`config.mk`:
```
export PLATFORM = sky130hd
export DESIGN_NAME = gpio_port
export DESIGN_NICKNAME = d
export VERILOG_FILES = /design/src/verilog/gpio_pkg.sv /design/src/verilog/gpio_port.sv /design/src/verilog/irq_sense.sv
export SDC_FILE = /design/constraint.sdc
export NUM_CORES = 1
export LEC_CHECK = 0
export BUFFER_PORTS_ARGS = -buffer_cell sky130_fd_sc_hd__buf_2
export CAP_MARGIN = 30
export CORE_UTILIZATION = 30
export DETAILED_ROUTE_END_ITERATION = 16
export PLACE_DENSITY = 0.58
export SLEW_MARGIN = 20
export SYNTH_ARGS = -nofsm -noshare
export SYNTH_HDL_FRONTEND = slang
export SYNTH_HIERARCHICAL = 1
export SYNTH_SLANG_ARGS = --single-unit
```
`constraint.sdc`:
```
create_clock -name pclk -period 2.85 [get_ports pclk]
set_input_delay 0.57 -clock pclk [delete_from_list [all_inputs] [get_ports pclk]]
set_output_delay 0.57 -clock pclk [all_outputs]
set_load 0.02 [all_outputs]
```
`src/verilog/gpio_pkg.sv`:
```
package gpio_pkg;
    localparam int          NPIN      = 8;
    localparam int          NFUNC     = 16;
    localparam int          SELW      = 4;
    localparam int          SENSE_W   = 3;
    localparam int          PADW      = 3;
    localparam int          DRVW      = 3;
    localparam int          DIRW      = 2;
    localparam int          AW        = 12;
    // ----------------------------------------------------------------
    // Register byte offsets
    // ----------------------------------------------------------------
    localparam logic [11:0] OFS_DIR     = 12'h400;
    localparam logic [11:0] OFS_INTTYPE = 12'h404;
    localparam logic [11:0] OFS_INTEN   = 12'h408;
    localparam logic [11:0] OFS_RAW     = 12'h40c;
    localparam logic [11:0] OFS_MASKED  = 12'h410;
    localparam logic [11:0] OFS_DRIVE   = 12'h414;
    localparam logic [11:0] OFS_PAD     = 12'h418;
    localparam logic [11:0] OFS_AFSEL   = 12'h41c;
    localparam logic [11:0] OFS_LOCK    = 12'h420;
    localparam logic [11:0] OFS_COMMIT  = 12'h424;
    localparam logic [11:0] OFS_PINSEL  = 12'h428;
    localparam logic [1:0]  DATA_WIN    = 2'h0;
    localparam int          DISC_BIT    = 24;
    // Unlock key, value arbitrary
    localparam logic [31:0] LOCK_KEY    = 32'h600dcafe;
    // ----------------------------------------------------------------
    // Field encodings
    // ----------------------------------------------------------------
    localparam logic [1:0]  DIR_IN              = 2'h0;
    localparam logic [1:0]  DIR_OUT             = 2'h1;
    localparam logic [1:0]  dir_peripheral_ctrl = 2'h2;
    localparam logic [2:0]  SENSE_FALL  = 3'h0;
    localparam logic [2:0]  SENSE_RISE  = 3'h1;
    localparam logic [2:0]  SENSE_BOTH  = 3'h2;
    localparam logic [2:0]  SENSE_LOW   = 3'h3;
    localparam logic [2:0]  SENSE_HIGH  = 3'h4;
    localparam logic [2:0]  drive_2ma      = 3'h0;
    localparam logic [2:0]  drive_4ma      = 3'h1;
    localparam logic [2:0]  drive_8ma      = 3'h2;
    localparam logic [2:0]  drive_8ma_slew = 3'h3;
    localparam logic [2:0]  drive_6ma      = 3'h4;
    localparam logic [2:0]  drive_10ma     = 3'h5;
    localparam logic [2:0]  drive_12ma     = 3'h6;
    localparam logic [2:0]  pad_push_pull          = 3'h0;
    localparam logic [2:0]  pad_push_pull_pullup   = 3'h1;
    localparam logic [2:0]  pad_push_pull_pulldown = 3'h2;
    localparam logic [2:0]  pad_open_drain         = 3'h3;
    localparam logic [2:0]  pad_analog             = 3'h4;
    localparam logic [2:0]  pad_wake_high          = 3'h5;
    localparam logic [2:0]  pad_wake_low           = 3'h6;
    // ----------------------------------------------------------------
    // Reset values
    // ----------------------------------------------------------------
    localparam logic [15:0] RST_DIR     = 16'h0000;
    localparam logic [23:0] RST_INTTYPE = 24'h000000;
    localparam logic [23:0] RST_DRIVE   = 24'h000000;
    localparam logic [23:0] RST_PAD     = 24'h000000;
    localparam logic [31:0] RST_AFSEL   = 32'h00000000;
    localparam logic [7:0]  RST_PINSEL  = 8'hff;

    typedef enum logic [1:0] {
        LOCKED   = 2'b01,
        UNLOCKED = 2'b10
    } lock_t;
endpackage

```
`src/verilog/gpio_port.sv`:
```
`timescale 1ns/1ps
module gpio_port #(
    parameter bit         HAS_DISCRETE = 1'b1,
    parameter bit         HAS_WAKE     = 1'b1,
    parameter logic [7:0] PROTECT_MASK = 8'h0f
) (
    input  wire logic                            pclk,
    input  wire logic                            presetn,
    input  wire logic                            psel,
    input  wire logic                            penable,
    input  wire logic                            pwrite,
    input  wire logic [gpio_pkg::AW-1:0]         paddr,
    input  wire logic [31:0]                     pwdata,
    output logic [31:0]                          prdata,
    output logic                                 pready,
    output logic                                 pslverr,
    input  wire logic [gpio_pkg::NPIN-1:0]       pin_in,
    output logic [gpio_pkg::NPIN-1:0]            pin_out,
    output logic [gpio_pkg::NPIN-1:0]            pin_oe,
    output logic [gpio_pkg::NPIN-1:0]            pad_pullup,
    output logic [gpio_pkg::NPIN-1:0]            pad_pulldown,
    output logic [gpio_pkg::NPIN-1:0]            pad_analog_en,
    output logic [gpio_pkg::NPIN-1:0]            wake_en,
    output logic [gpio_pkg::NPIN-1:0]            wake_high,
    output logic [23:0]                          pad_drive,
    input  wire logic [gpio_pkg::NFUNC-1:0]      periph_o,
    input  wire logic [gpio_pkg::NFUNC-1:0]      periph_oe,
    input  wire logic [gpio_pkg::NFUNC-1:0]      claim_in,
    output logic [gpio_pkg::NFUNC-1:0]           claim_out,
    output logic [gpio_pkg::NFUNC-1:0]           periph_in,
    output logic [gpio_pkg::NFUNC-1:0]           periph_in_vld,
    output logic                                 irq_sum,
    output logic [gpio_pkg::NPIN-1:0]            irq_pin
);
    import gpio_pkg::*;

    logic [NPIN-1:0]  s1_r;
    logic [NPIN-1:0]  s2_r;
    logic [NPIN-1:0]  s3_r;
    logic [15:0]      dir_r;
    logic [23:0]      type_r;
    logic             disc_r;
    logic [NPIN-1:0]  en_r;
    logic [23:0]      drv_r;
    logic [23:0]      pad_r;
    logic [31:0]      af_r;
    logic [NPIN-1:0]  out_r;
    logic [NPIN-1:0]  sel_r;
    logic [NPIN-1:0]  commit_r;
    lock_t            lock_st;
    logic [NPIN-1:0]  raw;
    logic [NPIN-1:0]  masked;
    logic [NPIN-1:0]  cfg_ok;
    logic [NPIN-1:0]  clr;
    logic             setup;
    logic             wr_en;
    logic             hit_addr;
    logic [31:0]      rd_val;
    logic [NFUNC-1:0] found;
    logic [NFUNC-1:0] fval;

    // ----------------------------------------------------------------
    // Input synchroniser and previous sample
    // ----------------------------------------------------------------
    always_ff @(posedge pclk or negedge presetn) begin
        if (!presetn) begin
            s1_r <= '0;
            s2_r <= '0;
            s3_r <= '0;
        end else begin
            s1_r <= pin_in;
            s2_r <= s1_r;
            s3_r <= s2_r;
        end
    end

    // ----------------------------------------------------------------
    // APB slave
    // ----------------------------------------------------------------
    assign setup  = psel & ~penable;
    assign wr_en  = psel & penable & pwrite & pready;
    assign masked = raw & en_r;
    assign cfg_ok = sel_r & (~PROTECT_MASK | commit_r);
    assign clr    = (wr_en && paddr == OFS_RAW) ? pwdata[NPIN-1:0] : '0;
    always_comb begin
        hit_addr = 1'b1;
        rd_val   = 32'h00000000;
        if (paddr[11:10] == DATA_WIN) begin
            rd_val[NPIN-1:0] = s2_r & paddr[9:2];
        end else begin
            case (paddr)
                OFS_DIR:     rd_val[15:0] = dir_r;
                OFS_INTTYPE: rd_val = {7'h00, disc_r, type_r};
                OFS_INTEN:   rd_val[NPIN-1:0] = en_r;
                OFS_RAW:     rd_val[NPIN-1:0] = raw;
                OFS_MASKED:  rd_val[NPIN-1:0] = masked;
                OFS_DRIVE:   rd_val[23:0] = drv_r;
                OFS_PAD:     rd_val[23:0] = pad_r;
                OFS_AFSEL:   rd_val = af_r;
                OFS_LOCK:    rd_val[0] = (lock_st == LOCKED);
                OFS_COMMIT:  rd_val[NPIN-1:0] = commit_r;
                OFS_PINSEL:  rd_val[NPIN-1:0] = sel_r;
                default:     hit_addr = 1'b0;
            endcase
        end
    end
    always_ff @(posedge pclk or negedge presetn) begin
        if (!presetn) begin
            pready  <= 1'b0;
            pslverr <= 1'b0;
            prdata  <= 32'h00000000;
        end else begin
            pready  <= setup;
            pslverr <= setup & ~hit_addr;
            if (setup && !pwrite) begin
                prdata <= rd_val;
            end
        end
    end

    // ----------------------------------------------------------------
    // Lock and commit
    // ----------------------------------------------------------------
    always_ff @(posedge pclk or negedge presetn) begin
        if (!presetn) begin
            lock_st  <= LOCKED;
            commit_r <= '0;
        end else if (wr_en && paddr == OFS_LOCK) begin
            lock_st <= (pwdata == LOCK_KEY) ? UNLOCKED : LOCKED;
        end else if (wr_en && paddr == OFS_COMMIT) begin
            case (lock_st)
                UNLOCKED: commit_r <= pwdata[NPIN-1:0];
                default:  commit_r <= commit_r;
            endcase
        end
    end

    // ----------------------------------------------------------------
    // Configuration registers
    // ----------------------------------------------------------------
    always_ff @(posedge pclk or negedge presetn) begin
        if (!presetn) begin
            dir_r  <= RST_DIR;
            drv_r  <= RST_DRIVE;
            pad_r  <= RST_PAD;
            af_r   <= RST_AFSEL;
            type_r <= RST_INTTYPE;
            disc_r <= 1'b0;
            en_r   <= '0;
            out_r  <= '0;
            sel_r  <= RST_PINSEL;
        end else if (wr_en) begin
            if (paddr[11:10] == DATA_WIN) begin
                out_r <= (out_r & ~paddr[9:2]) |
                         (pwdata[NPIN-1:0] & paddr[9:2]);
            end
            for (int i = 0; i < NPIN; i++) begin
                if (cfg_ok[i]) begin
                    case (paddr)
                        OFS_DIR:   dir_r[2*i +: 2] <= pwdata[2*i +: 2];
                        OFS_DRIVE: drv_r[3*i +: 3] <= pwdata[3*i +: 3];
                        OFS_PAD:   pad_r[3*i +: 3] <= pwdata[3*i +: 3];
                        OFS_AFSEL: af_r[4*i +: 4]  <= pwdata[4*i +: 4];
                        default:   ;
                    endcase
                end
                if (sel_r[i] && paddr == OFS_INTTYPE) begin
                    type_r[3*i +: 3] <= pwdata[3*i +: 3];
                end
            end
            if (paddr == OFS_INTTYPE) begin
                disc_r <= HAS_DISCRETE & pwdata[DISC_BIT];
            end
            if (paddr == OFS_INTEN) begin
                en_r <= pwdata[NPIN-1:0];
            end
            if (paddr == OFS_PINSEL) begin
                sel_r <= pwdata[NPIN-1:0];
            end
        end
    end
    // ----------------------------------------------------------------
    // Interrupt detection
    // ----------------------------------------------------------------
    for (genvar g = 0; g < NPIN; g++) begin : g_sense
        irq_sense u_sense (
            .pclk    (pclk),
            .presetn (presetn),
            .cur     (s2_r[g]),
            .prev    (s3_r[g]),
            .sense   (type_r[3*g +: 3]),
            .clr     (clr[g]),
            .raw     (raw[g])
        );
    end
    always_ff @(posedge pclk or negedge presetn) begin
        if (!presetn) begin
            irq_sum <= 1'b0;
            irq_pin <= '0;
        end else begin
            irq_sum <= (|masked) & ~disc_r;
            irq_pin <= disc_r ? masked : '0;
        end
    end
    // ----------------------------------------------------------------
    // Peripheral input routing, lowest pin then lowest port
    // ----------------------------------------------------------------
    always_comb begin
        found = '0;
        fval  = '0;
        for (int s = 0; s < NFUNC; s++) begin
            for (int i = NPIN - 1; i >= 0; i--) begin
                if (dir_r[2*i +: 2] == dir_peripheral_ctrl &&
                    af_r[4*i +: 4] == SELW'(s)) begin
                    found[s] = 1'b1;
                    fval[s]  = s2_r[i];
                end
            end
        end
    end

    always_ff @(posedge pclk or negedge presetn) begin
        if (!presetn) begin
            claim_out     <= '0;
            periph_in     <= '0;
            periph_in_vld <= '0;
        end else begin
            claim_out     <= claim_in | found;
            periph_in_vld <= found & ~claim_in;
            periph_in     <= fval & ~claim_in;
        end
    end
    // ----------------------------------------------------------------
    // Pad drive
    // ----------------------------------------------------------------
    always_ff @(posedge pclk or negedge presetn) begin
        if (!presetn) begin
            pin_out       <= '0;
            pin_oe        <= '0;
            pad_pullup    <= '0;
            pad_pulldown  <= '0;
            pad_analog_en <= '0;
            wake_en       <= '0;
            wake_high     <= '0;
            pad_drive     <= RST_DRIVE;
        end else begin
            pad_drive <= drv_r;
            for (int i = 0; i < NPIN; i++) begin
                logic       v;
                logic       e;
                logic [2:0] p;
                p = pad_r[3*i +: 3];
                v = out_r[i];
                e = dir_r[2*i +: 2] == DIR_OUT;
                if (dir_r[2*i +: 2] == dir_peripheral_ctrl) begin
                    v = periph_o[af_r[4*i +: 4]];
                    e = periph_oe[af_r[4*i +: 4]] &
                        ~claim_in[af_r[4*i +: 4]];
                end
                if (p == pad_analog || p == pad_wake_high ||
                    p == pad_wake_low) begin
                    e = 1'b0;
                end
                pin_out[i]       <= (p == pad_open_drain) ? 1'b0 : v;
                pin_oe[i]        <= (p == pad_open_drain) ? e & ~v : e;
                pad_pullup[i]    <= p == pad_push_pull_pullup;
                pad_pulldown[i]  <= p == pad_push_pull_pulldown;
                pad_analog_en[i] <= p == pad_analog;
                wake_en[i]       <= HAS_WAKE &&
                                    (p == pad_wake_high || p == pad_wake_low);
                wake_high[i]     <= HAS_WAKE && p == pad_wake_high;
            end
        end
    end
    // ----------------------------------------------------------------
    // Checks
    // ----------------------------------------------------------------
    a_pin_read_value: assert property (@(posedge pclk) disable iff (!presetn)
        (setup && !pwrite && paddr[11:10] == DATA_WIN) |=>
            prdata == {24'h000000, $past(s2_r) & $past(paddr[9:2])})
        else $error("masked pin read returned wrong value");
    a_type_readback: assert property (@(posedge pclk) disable iff (!presetn)
        (setup && !pwrite && paddr == OFS_INTTYPE) |=>
            prdata[24:0] == {$past(disc_r), $past(type_r)})
        else $error("interrupt type readback mismatch");
    a_irq_gate_on: assert property (@(posedge pclk) disable iff (!presetn)
        ((|(raw & en_r)) && !disc_r) |=> irq_sum)
        else $error("enabled source did not raise summary");
    a_irq_gate_off: assert property (@(posedge pclk) disable iff (!presetn)
        ((raw & en_r) == '0) |=> (!irq_sum && irq_pin == '0))
        else $error("disabled source reached interrupt output");
    a_discrete_split: assert property (@(posedge pclk) disable iff (!presetn)
        disc_r |=> !irq_sum)
        else $error("summary fired in discrete mode");
    a_commit_locked: assert property (@(posedge pclk) disable iff (!presetn)
        (wr_en && paddr == OFS_COMMIT && lock_st == LOCKED) |=> $stable(commit_r))
        else $error("commit changed while locked");
    for (genvar g = 0; g < NPIN; g++) begin : g_guard
        a_protect_dir: assert property (@(posedge pclk) disable iff (!presetn)
            (wr_en && paddr == OFS_DIR && PROTECT_MASK[g] && !commit_r[g]) |=>
                $stable(dir_r[2*g +: 2]))
            else $error("protected direction changed");
    end
    a_lower_port: assert property (@(posedge pclk) disable iff (!presetn)
        ##1 (($past(claim_in) & periph_in_vld) == '0))
        else $error("claimed signal routed from higher port");
    a_unmapped_err: assert property (@(posedge pclk) disable iff (!presetn)
        (setup && !hit_addr) |=> (pready && pslverr))
        else $error("unmapped address not flagged");

    c_summary_irq: cover property (@(posedge pclk) disable iff (!presetn)
        $rose(irq_sum));
    c_discrete_irq: cover property (@(posedge pclk) disable iff (!presetn)
        irq_pin != '0);
    c_unlock_commit: cover property (@(posedge pclk) disable iff (!presetn)
        lock_st == UNLOCKED ##[1:20] commit_r != '0);
endmodule

```
`src/verilog/irq_sense.sv`:
```
`timescale 1ns/1ps
module irq_sense (
    input  wire logic                         pclk,
    input  wire logic                         presetn,
    input  wire logic                         cur,
    input  wire logic                         prev,
    input  wire logic [gpio_pkg::SENSE_W-1:0] sense,
    input  wire logic                         clr,
    output logic                              raw
);
    import gpio_pkg::*;

    logic hit;

    always_comb begin
        case (sense)
            SENSE_FALL: hit = prev & ~cur;
            SENSE_RISE: hit = ~prev & cur;
            SENSE_BOTH: hit = prev ^ cur;
            SENSE_LOW:  hit = ~cur;
            SENSE_HIGH: hit = cur;
            default:    hit = 1'b0;
        endcase
    end

    // Sticky flag, a new event beats a clear
    always_ff @(posedge pclk or negedge presetn) begin
        if (!presetn) begin
            raw <= 1'b0;
        end else if (hit) begin
            raw <= 1'b1;
        end else if (clr) begin
            raw <= 1'b0;
        end
    end

    a_event_sets_raw: assert property (@(posedge pclk) disable iff (!presetn)
        (sense == SENSE_BOTH && prev != cur) |=> raw)
        else $error("edge did not set raw flag");
    a_level_holds: assert property (@(posedge pclk) disable iff (!presetn)
        (sense == SENSE_LOW && !cur) ##1 (sense == SENSE_LOW) |-> raw)
        else $error("low level did not hold raw flag");
endmodule
```
# Yosys cells after proc, flatten, opt, wreduce, memory -nomap -nowiden
# Index checks and enable logic that the tools add are counted.
[op_classes] eq_ne=230 magnitude_cmp=8 reduce_logical=237 n_bitwise=93 muxes=380
[ops] cell="2-to-1 mux 1 bit" count=338
[ops] cell="== test 4 bit (second input constant)" count=64
[ops] cell="logical AND 1 bit" count=140
[ops] cell="== test 12 x 11 -> 1 bit (second input constant)" count=11
[ops] cell="== test 4 x 3 -> 1 bit (second input constant)" count=32
[ops] cell="AND reduction 3 bit" count=33
[ops] cell="binary-select mux 1 bit (select 4 bit)" count=24
[ops] cell="== test 3 x 2 -> 1 bit (second input constant)" count=32
[ops] cell="== test 3 bit (second input constant)" count=32
[ops] cell="one-hot mux 7 bit (10 select lines)" count=1
[ops] cell="== test 4 x 2 -> 1 bit (second input constant)" count=16
[ops] cell="== test 3 x 1 -> 1 bit (second input constant)" count=16
[ops] cell="AND 8 bit" count=5
[ops] cell="less-than comparator 4 x 5 -> 1 bit (second input constant)" count=8
[ops] cell="one-hot mux 1 bit (5 select lines)" count=8
[ops] cell="one-hot mux 8 bit (5 select lines)" count=1
[ops] cell="AND 1 bit" count=38
[ops] cell="NOT 1 bit" count=36
[ops] cell="AND 16 bit" count=2
[ops] cell="== test 32 x 31 -> 1 bit (second input constant)" count=1
[ops] cell="== test 4 x 1 -> 1 bit (second input constant)" count=8
[ops] cell="zero test 4 bit" count=8
[ops] cell="one-hot mux 8 bit (4 select lines)" count=1
[ops] cell="zero test 3 bit" count=8
[ops] cell="other kinds (19)" count=85
[word_totals] register_bits=358 output_inout_bits=171 word_cells=1021 in_bits=105

# Logic depth before layout (Yosys ltp)
# Gate-level depths: netlist of run 1.
[logic_depth] ltp_word=11 depth_mapped=9 ltp_nobuf=7

# Modules after synthesis
# The synthesis of run 1 kept the hierarchy.
[by_module_without_submodules] mod="gpio_port" seq_area_each_um2=8769.7 area_per_inst_um2=19598.8 cells_each=1792 n_inst=1
[by_module_without_submodules] mod="irq_sense" seq_area_each_um2=25.0 area_per_inst_um2=108.9 cells_each=12 n_inst=8

# Worst setup path after synthesis of run 1
# No wires, ideal clock.
[synth_timing] path_kind="input to register" start="input port paddr[5] in the netlist's numbering" end="register af_r[20]" stages=6 t_required_ns=2.725 setup_time_ns=0.125 arrival_ns=2.178 path_buffers=1 setup_slack_ns=0.548 path_cell_list="buf_2 or4b_4 nor2_2 nand2_2 nor2_1 mux2_2"
[synth_via] elab_chain_cells=2
[synth_lines] item="start, declared" line="gpio_port.sv:12" source="input wire logic [gpio_pkg::AW-1:0] paddr,"
[synth_lines] item="== test 12 x 11 -> 1 bit" line="gpio_port.sv:159" source="case (paddr)"
[synth_lines] item="AND reduction 3 bit (no line)"
[synth_lines] item="end signal, assigned by index" line="gpio_port.sv:163" source="OFS_AFSEL: af_r[4*i +: 4] <= pwdata[4*i +: 4];"
[synth_lines] item="end, declared" line="gpio_port.sv:46" source="logic [31:0] af_r;"
# No other way between the ends.
# A chain may end at the register's enable or synchronous reset.

# Worst setup path in the final report of run 1
[layout_timing] start="register af_r[1]" end="register pin_oe[0] in the netlist's numbering"
[layout_via] elab_chain_cells=8 word_cells_on_any_way=14 cone_classes="mux (10); bitwise (4)"
[layout_lines] item="binary-select mux 1 bit (select 4 bit)" line="gpio_port.sv:258" source="~claim_in[af_r[4*i +: 4]];"
[layout_lines] item="2-to-1 mux 1 bit (implied by the code)" line="gpio_port.sv:258"
[layout_lines] item="NOT 1 bit" line="gpio_port.sv:258"
[layout_lines] item="AND 1 bit" line="gpio_port.sv:257" source="e = periph_oe[af_r[4*i +: 4]] &"
[layout_lines] item="2-to-1 mux 1 bit" line="gpio_port.sv:255" source="if (dir_r[2*i +: 2] == dir_peripheral_ctrl) begin"
[layout_lines] item="2-to-1 mux 1 bit" line="gpio_port.sv:260" source="if (p == pad_analog || p == pad_wake_high ||"
[layout_lines] item="AND 1 bit" line="gpio_port.sv:265" source="pin_oe[i] <= (p == pad_open_drain) ? e & ~v : e;"
[layout_lines] item="2-to-1 mux 1 bit (*)" line="gpio_port.sv:265"
[layout_lines] item="end signal, assigned by index" line="gpio_port.sv:265"
[layout_lines] item="end, declared" line="gpio_port.sv:19" source="output logic [gpio_pkg::NPIN-1:0] pin_oe,"
# Every way passes the cells marked *; elsewhere a longest branch is shown, timed or not. The select of a mux whose other input is x is not followed.

==> impl_results.md, run 1 <==
- VDD IR-drop max: 396 uV
- Number of synthesized register bits: about 360
- Die W: about 260 um
- Largest family of logic cells by synthesized area: multiplexers
- CP Launch Type: flip-flop
- Pleak: 0.0119 uW
- # DRC: 0
- Antenna viol nets, final: 0
- Clock skew: 34.4 ps
- Synth top area cells: dfrtp_1 (43%), mux4_2 (9.9%), mux2_2 (9.0%)
- Largest net degree at the start of global routing: between 60 and 70
- Post-Synth Simple-Gate Area: roughly a fifth
- NumNets Final: 2434
- H-tree levels: 2
- Port bufs: 275
- Vias: 18614
- Post-DP HPWL: 76.4 mm
- Multiplexer share of the synthesized area: 21.6%
- # resized after CTS: 0
- Final setup violation count: 0
- HP Class: in -> reg
- Final Critical Period: between 2000 and 3000 ps
- Clk root buf: clkbuf_16
- TritonCTS buffer count: 42
- Synthesized netlist cell count: 1888
- Post-CTS Setup Bufs: 0
- Leading area contributor after synthesis: dfrtp_1
- Max-slew headroom: 42.1%
- Clk buf depth: 3
- Pwr Total: 11700 uW
- Clock sinks: 358
- Detailed Route WL: 97.1 mm
- Synth Area in XOR/XNOR: 0.257%
- Worst Setup Path Type: reg -> reg
- Max cap viols: 0
- Initial antenna violation count: 10
- CTS Hold Bufs: 1
- Yosys top cell area share: 42.7%
- Share of post-route cells with drive strength above 1: 37.8%
- Grt total ovfl: 0
- First-pass GRT wire length: 139 mm
- GPL Wtd Cong: 0.966
- Unrepaired setup endpoints after global routing: no
- Data required, critical path: 3340 ps
- Status: completed
- Core area: approximately 67000 um2
- DR WL/cell: 30.2 um
- Syn_nets: 2009
- Die footprint: just under 70000 um2
- P&R area growth vs syn: 26.0%
- Drt initial violations: 2096
- Post-synth top cells: dfrtp_1 (349), nand2_1 (190), mux2_2 (163)
- Initial core utilization: 30.4%
- Crit share post-route: 94.2%
- Slew Limit Fails: 0
- Gr usage total: 27.7%
- Clock transition at path regs: 60 ps
- Syn avg cell area: around 11 um2
- TNS Setup: 0 ps
- Async S/R FF share, synth: 100%
- Floorplan row count: 95
- Worst-path maximum fanout: 16
- Vias in the first global route: 18801
- EDFF count, synth: 0
- Final Hold Fails: 0
- IO Pins: between 200 and 300
- Synth Cell Area: 20500 um2
- DR pass1 iterations: 8
- Worst path arrival time: between 3000 and 4000 ps
- Adder-cell share of the synthesized area: 0.978%
- Post-layout util: roughly two fifths
- Unique cell type count in the Yosys netlist: between 90 and 100
- Peak Freq: between 0.3 and 0.4 GHz
- Clock latency on the worst-skew pair: 620 ps
- CTS tree: yes
- Critical path endpoint category: flip-flop
- DR vias/cell: 5.78
- Synth Warn #: 6
- Die height: 263 um
- Prevailing post-synth register cell: dfrtp_1
- Most common cell in the netlist: dfrtp_1
- Post-synthesis sequential area ratio: a little over two fifths
- Power Density: 455 nW/um2
- Compound-Gate Fraction of Synth Area: around a tenth
- Slew @ Worst Pin: 869 ps
[layout by cell type, fill, tap and decap left out, drive strengths merged, types with 28 or more instances in the layout]
cell,Yosys,final
nor3,41,41
dfrtp,349,349
nor2,155,155
clkbuf,77,56
a22oi,40,40
nand2,191,191
nand3,41,41
mux2,164,164
inv,55,57
buf,54,511
nand2b,41,41
nor3b,33,33
and3,28,28
o21ai,48,48
mux2i,54,54
nor2b,50,50
mux4,90,90
a21oi,43,43
[path summary, 6_finish.rpt]
path	from	endpoint	slack, ps	cells past startpoint
setup / recovery	af_r[1]	pin_oe[0]	170	6
hold / removal	pin_in[2]	s1_r[2]	60	1
setup reg to reg	af_r[1]	pin_oe[0]	170	6
hold reg to reg	s1_r[6]	s2_r[6]	340	0
max in group asynchronous	presetn	claim_out[10]	1390	3
min in group asynchronous	presetn	pin_oe[0]	570	2
[stage by stage]
step | std cells | hold slack [ps] | worst slack [ps] | area [um2]
after floorplan | 1888 | 274 | 548 | 20500
after global placement | 3141 | 333 | 24.3 | 24300
after detailed placement | 3141 | 335 | 39.0 | 24400
after CTS | 3217 | 44.7 | 251 | 25800
after global routing | 3217 | 54.5 | 3.53 | 25800
final | 3219 | 61.8 | 166 | 25800
[registers in the layout (all words and copies together), names as in the netlist, 16 cells and up, named ones only]
name / flops
periph_in: 16
claim_out: 16
drv_r: 24
type_r: 24
periph_in_vld: 16
pad_drive: 24
prdata: 32
pad_r: 24
af_r: 32
dir_r: 16
[power by group]
group          leakage, uW  switching [uW]  internal [uW]
combinational      0.00636             629            317
clock             0.000701            2400           3170
sequential         0.00481            59.9           5150
[layer usage]
metal,vias to the layer above,track usage (%),part of all wire (%)
met3,191,5.45,7.7
met1,9592,36.8,42
met2,959,44.8,47
met4,14,9.66,3.6
met5,-,0,0.091
li1,7858,-,-
[final cells by class]
| class | instances | area [um2] |
|---|---|---|
| antenna | 2 | 5.00 |
| clock buffer | 56 | 1190 |
| clock inverter | 19 | 224 |
| fill | 6627 | 41600 |
| inverter | 55 | 206 |
| multi-input combinational | 1344 | 10700 |
| sequential | 358 | 8970 |
| tap | 873 | 1090 |
| timing repair buffer | 512 | 3360 |
[cell families after synthesis]
family / count (synthesis)
buffers and inverters: 186
AND/OR/NAND/NOR: 715
multiplexers: 308
AO/OA/AOI/OAI: 299
flip-flops: 358
XOR/XNOR: 6
adder cells (fa/ha/maj): 16
[worst max-delay path: stages, from the launching register on]
cell and delay (ps):
dfrtp_1 910, buf_4 300, o32ai_1 100, or4_1 390
o21ai_0 470, a21oi_1 140, a311oi_1 260
No activity file was read; power rests on OpenSTA's default activity.
==> run 2, diff against run 1 <==
--- a/config.mk
+++ b/config.mk
@@ -7,9 +7,10 @@
 export LEC_CHECK = 0
 export BUFFER_PORTS_ARGS = -buffer_cell sky130_fd_sc_hd__buf_2
 export CAP_MARGIN = 30
-export CORE_UTILIZATION = 30
+export CORE_UTILIZATION = 59
 export DETAILED_ROUTE_END_ITERATION = 16
-export PLACE_DENSITY = 0.58
+export PLACE_DENSITY = 0.81
+export RECOVER_POWER = 100
 export SLEW_MARGIN = 20
 export SYNTH_ARGS = -nofsm -noshare
 export SYNTH_HDL_FRONTEND = slang
==> impl_results.md, run 2 (synthesis gave the netlist of run 1 again) <==
- Initial antenna violation count: 4 (was 10)
- H-tree levels: 2 (unchanged)
- CTS tree: yes (unchanged)
- NumNets Final: 2361 (was 2434)
- Die W: 188 um (was 263 um)
- Critical Path Start: s2_r[4] (was af_r[1])
- Clock skew: 34.9 ps (was 34.4 ps)
- Clk root buf: clkbuf_16 (unchanged)
- Vias in the first global route: 19913 (was 18801)
- Clock sinks: 358 (unchanged)
- Antenna viol nets, final: 0 (unchanged)
- Clock transition at path regs: 60 ps (about the same)
- HP Class: in -> reg (unchanged)
- TritonCTS buffer count: 38 (was 42)
- CP Launch Type: flip-flop (unchanged)
- Grt total ovfl: 0 (unchanged)
- Top Registers: af_r: 32 flops, prdata: 32 flops (unchanged)
- Die height: 188 um (was 263 um)
- Final Hold Fails: 0 (unchanged)
- CP peak stage delay: 940 ps (was 910 ps)
- Clk buf depth: 3 (unchanged)
- Final Critical Period: 2810 ps (was 2680 ps)
- Data required, critical path: 3310 ps (was 3340 ps)
- Slowest cell on the critical path: clkbuf_1 (was dfrtp_1)
- Met1 GRT Util: 62.7% (was 36.8%)
- Worst Setup Path Type: reg -> reg (unchanged)
- Most crowded layer after global routing: met2 (unchanged)
- Crit share post-route: 98.4% (was 94.2%)
- Pwr Total: 11300 uW (was 11700 uW)
- DR vias/cell: 7.24 (was 5.78)
- Failing checks: capacitance limit, slew limit
- Final setup violation count: 0 (unchanged)
- Flop pwr share: 46.3% (was 44.4%)
- Largest net degree at the start of global routing: 76 (was 67)
- Port bufs: 275 (unchanged)
- Initial core utilization: 60.4% (was 30.4%)
- CP endpoint: periph_in[14] (was pin_oe[0])
- Most common cell after layout, fill and taps aside: dfrtp_1 (unchanged)
- GPL Wtd Cong: 1.11 (was 0.966)
- Post-DP HPWL: 65.4 mm (was 76.4 mm)
- R2R setup slack: 40 ps (was 170 ps)
- # resized after CTS: 0 (unchanged)
- R2r startpoint: s2_r[4] (was af_r[1])
- Met2 GRT Util: 71.0% (was 44.8%)
- Core area: 33900 um2 (was 67400 um2)
- P&R area growth vs syn: 17.8% (was 26.0%)
- Cell Chain, Critical Path: clkbuf_1 -> nand3b_1 -> or3_1 -> nand4_1 -> a21oi_1 -> nor3_1 -> clkbuf_1 (was buf_4 -> o32ai_1 -> or4_1 -> o21ai_0 -> a21oi_1 -> a311oi_1)
- Post-layout util: 71.2% (was 38.3%)
- Status: finished, violations left (was completed)
- Max-slew headroom: -44.6% (was 42.1%)
- Critical path endpoint category: flip-flop (unchanged)
- IO Pins: 276 (unchanged)
- P_sw: 2830 uW (was 3090 uW)
- Most frequent cells in the layout: dfrtp_1 (349), clkbuf_1 (210), nand2_1 (191) (was dfrtp_1 (349), buf_2 (274), buf_4 (221))
- Power Density: 467 nW/um2 (was 455 nW/um2)
- Most used cell along the critical path: clkbuf_1
- Slew Limit Fails: 94 (was 0)
- Detailed Route WL: 88.1 mm (was 97.1 mm)
- Max cap viols: 2 (was 0)
- Die footprint: 35400 um2 (was 69300 um2)
- R2r endpoint: periph_in[14] (was pin_oe[0])
- DR pass1 iterations: 6 (was 8)
- DR WL/cell: 32.4 um (was 30.2 um)
- First-pass GRT wire length: 128 mm (was 139 mm)
- Drt initial violations: 2980 (was 2096)
- # DRC: 0 (unchanged)
- Share of post-route cells with drive strength above 1: 25.6% (was 37.8%)
- Peak Freq: 0.356 GHz (was 0.373 GHz)
- VDD IR-drop max: 543 uV (was 396 uV)
- Unrepaired setup endpoints after global routing: no (unchanged)
- Vias: 19682 (was 18614)
- Slew @ Worst Pin: 2170 ps (was 869 ps)
- Pleak: 0.0106 uW (was 0.0119 uW)
- Comb power frac: 8.0% (was 8.1%)
- TNS Setup: 0 ps (unchanged)
- Worst path arrival time: 3270 ps (was 3170 ps)
- Net Sw Frac: 25.2% (was 26.3%)
- Clk network pwr share: 45.8% (was 47.5%)
- Gr usage total: 49.9% (was 27.7%)
- Clock latency on the worst-skew pair: 590 ps (was 620 ps)
- Floorplan row count: 67 (was 95)
- Grt met3 use: 20.0% (was 5.45%)
- Worst R2R Path Depth: 7 (was 6)
- Worst-path maximum fanout: 16 (unchanged)
- P_int: 8430 uW (was 8640 uW)
run 2: cell types whose count changed in the layout (fill, tap and decap cells not counted), sizes merged:
cell / previous run / this run
diode: 2 / 3
buf: 511 / 236
clkinv: 14 / 6
inv: 57 / 58
clkbuf: 56 / 259
bufinv: 2 / 3
run 2: final cells by class:
class	instances	area, um2
fillers	2515	9760
diodes	3	7.51
clock inverters	13	194
multi-input cells	1344	10600
repair buffers	443	2430
clock buffers	53	1100
inverters	55	206
well taps	448	561
flip-flops and latches	358	8970
run 2: worst max-delay path: cells and delay by family, from the launching register on:
kind,cells,cell delay (ps)
buf+inv,2,1170
simple gates,4,1120
flops,1,340
compound gates,1,60
run 2: per-stage QoR:
step | cells | area (um2) | setup WS [ps] | hold slack [ps]
CTS | 2714 | 24500 | 219 | 77.8
global placement | 2647 | 23200 | 78.2 | 332
finish | 2717 | 24100 | 44.6 | 87.1
floorplan | 1888 | 20500 | 548 | 274
detailed placement | 2647 | 23200 | 47.2 | 340
global route | 2716 | 24100 | 50.2 | 80.4
run 2: how the worst min path moves through the flow:
| stage | from | slack, ps | cells after the start | to |
|---|---|---|---|---|
| 2_1_floorplan | presetn | 270 | 0 | async pin |
| 3_3_place_gp | s1_r[3] | 330 | 0 | s2_r[3] |
| 3_5_place_dp | s1_r[4] | 340 | 0 | s2_r[4] |
| 4_1_cts | pin_in[7] | 80 | 1 | s1_r[7] |
| 5_1_grt | pin_in[7] | 80 | 1 | s1_r[7] |
| 6_report | pin_in[7] | 90 | 1 | s1_r[7] |
run 2: power groups by stage:
stage          Combinational [uW]  Clock, uW  Sequential (uW)
2_1_floorplan                 310          0             5330
6_report                      897       5150             5210
5_1_grt                       929       5350             5210
3_3_place_gp                  845          0             5290
3_5_place_dp                  872          0             5290
4_1_cts                       884       5160             5200
run 2: layer usage:
| layer | share of wire [%] | up-vias |
|---|---|---|
| li1 | - | 7710 |
| met1 | 35 | 9509 |
| met2 | 41 | 1923 |
| met3 | 16 | 536 |
| met4 | 8.0 | 4 |
| met5 | 0.027 | - |
run 2: timing repair:
item	in CTS	in global routing
endpoints found under the hold margin	19	0
hold buffers	1	0
setup buffers	0	0
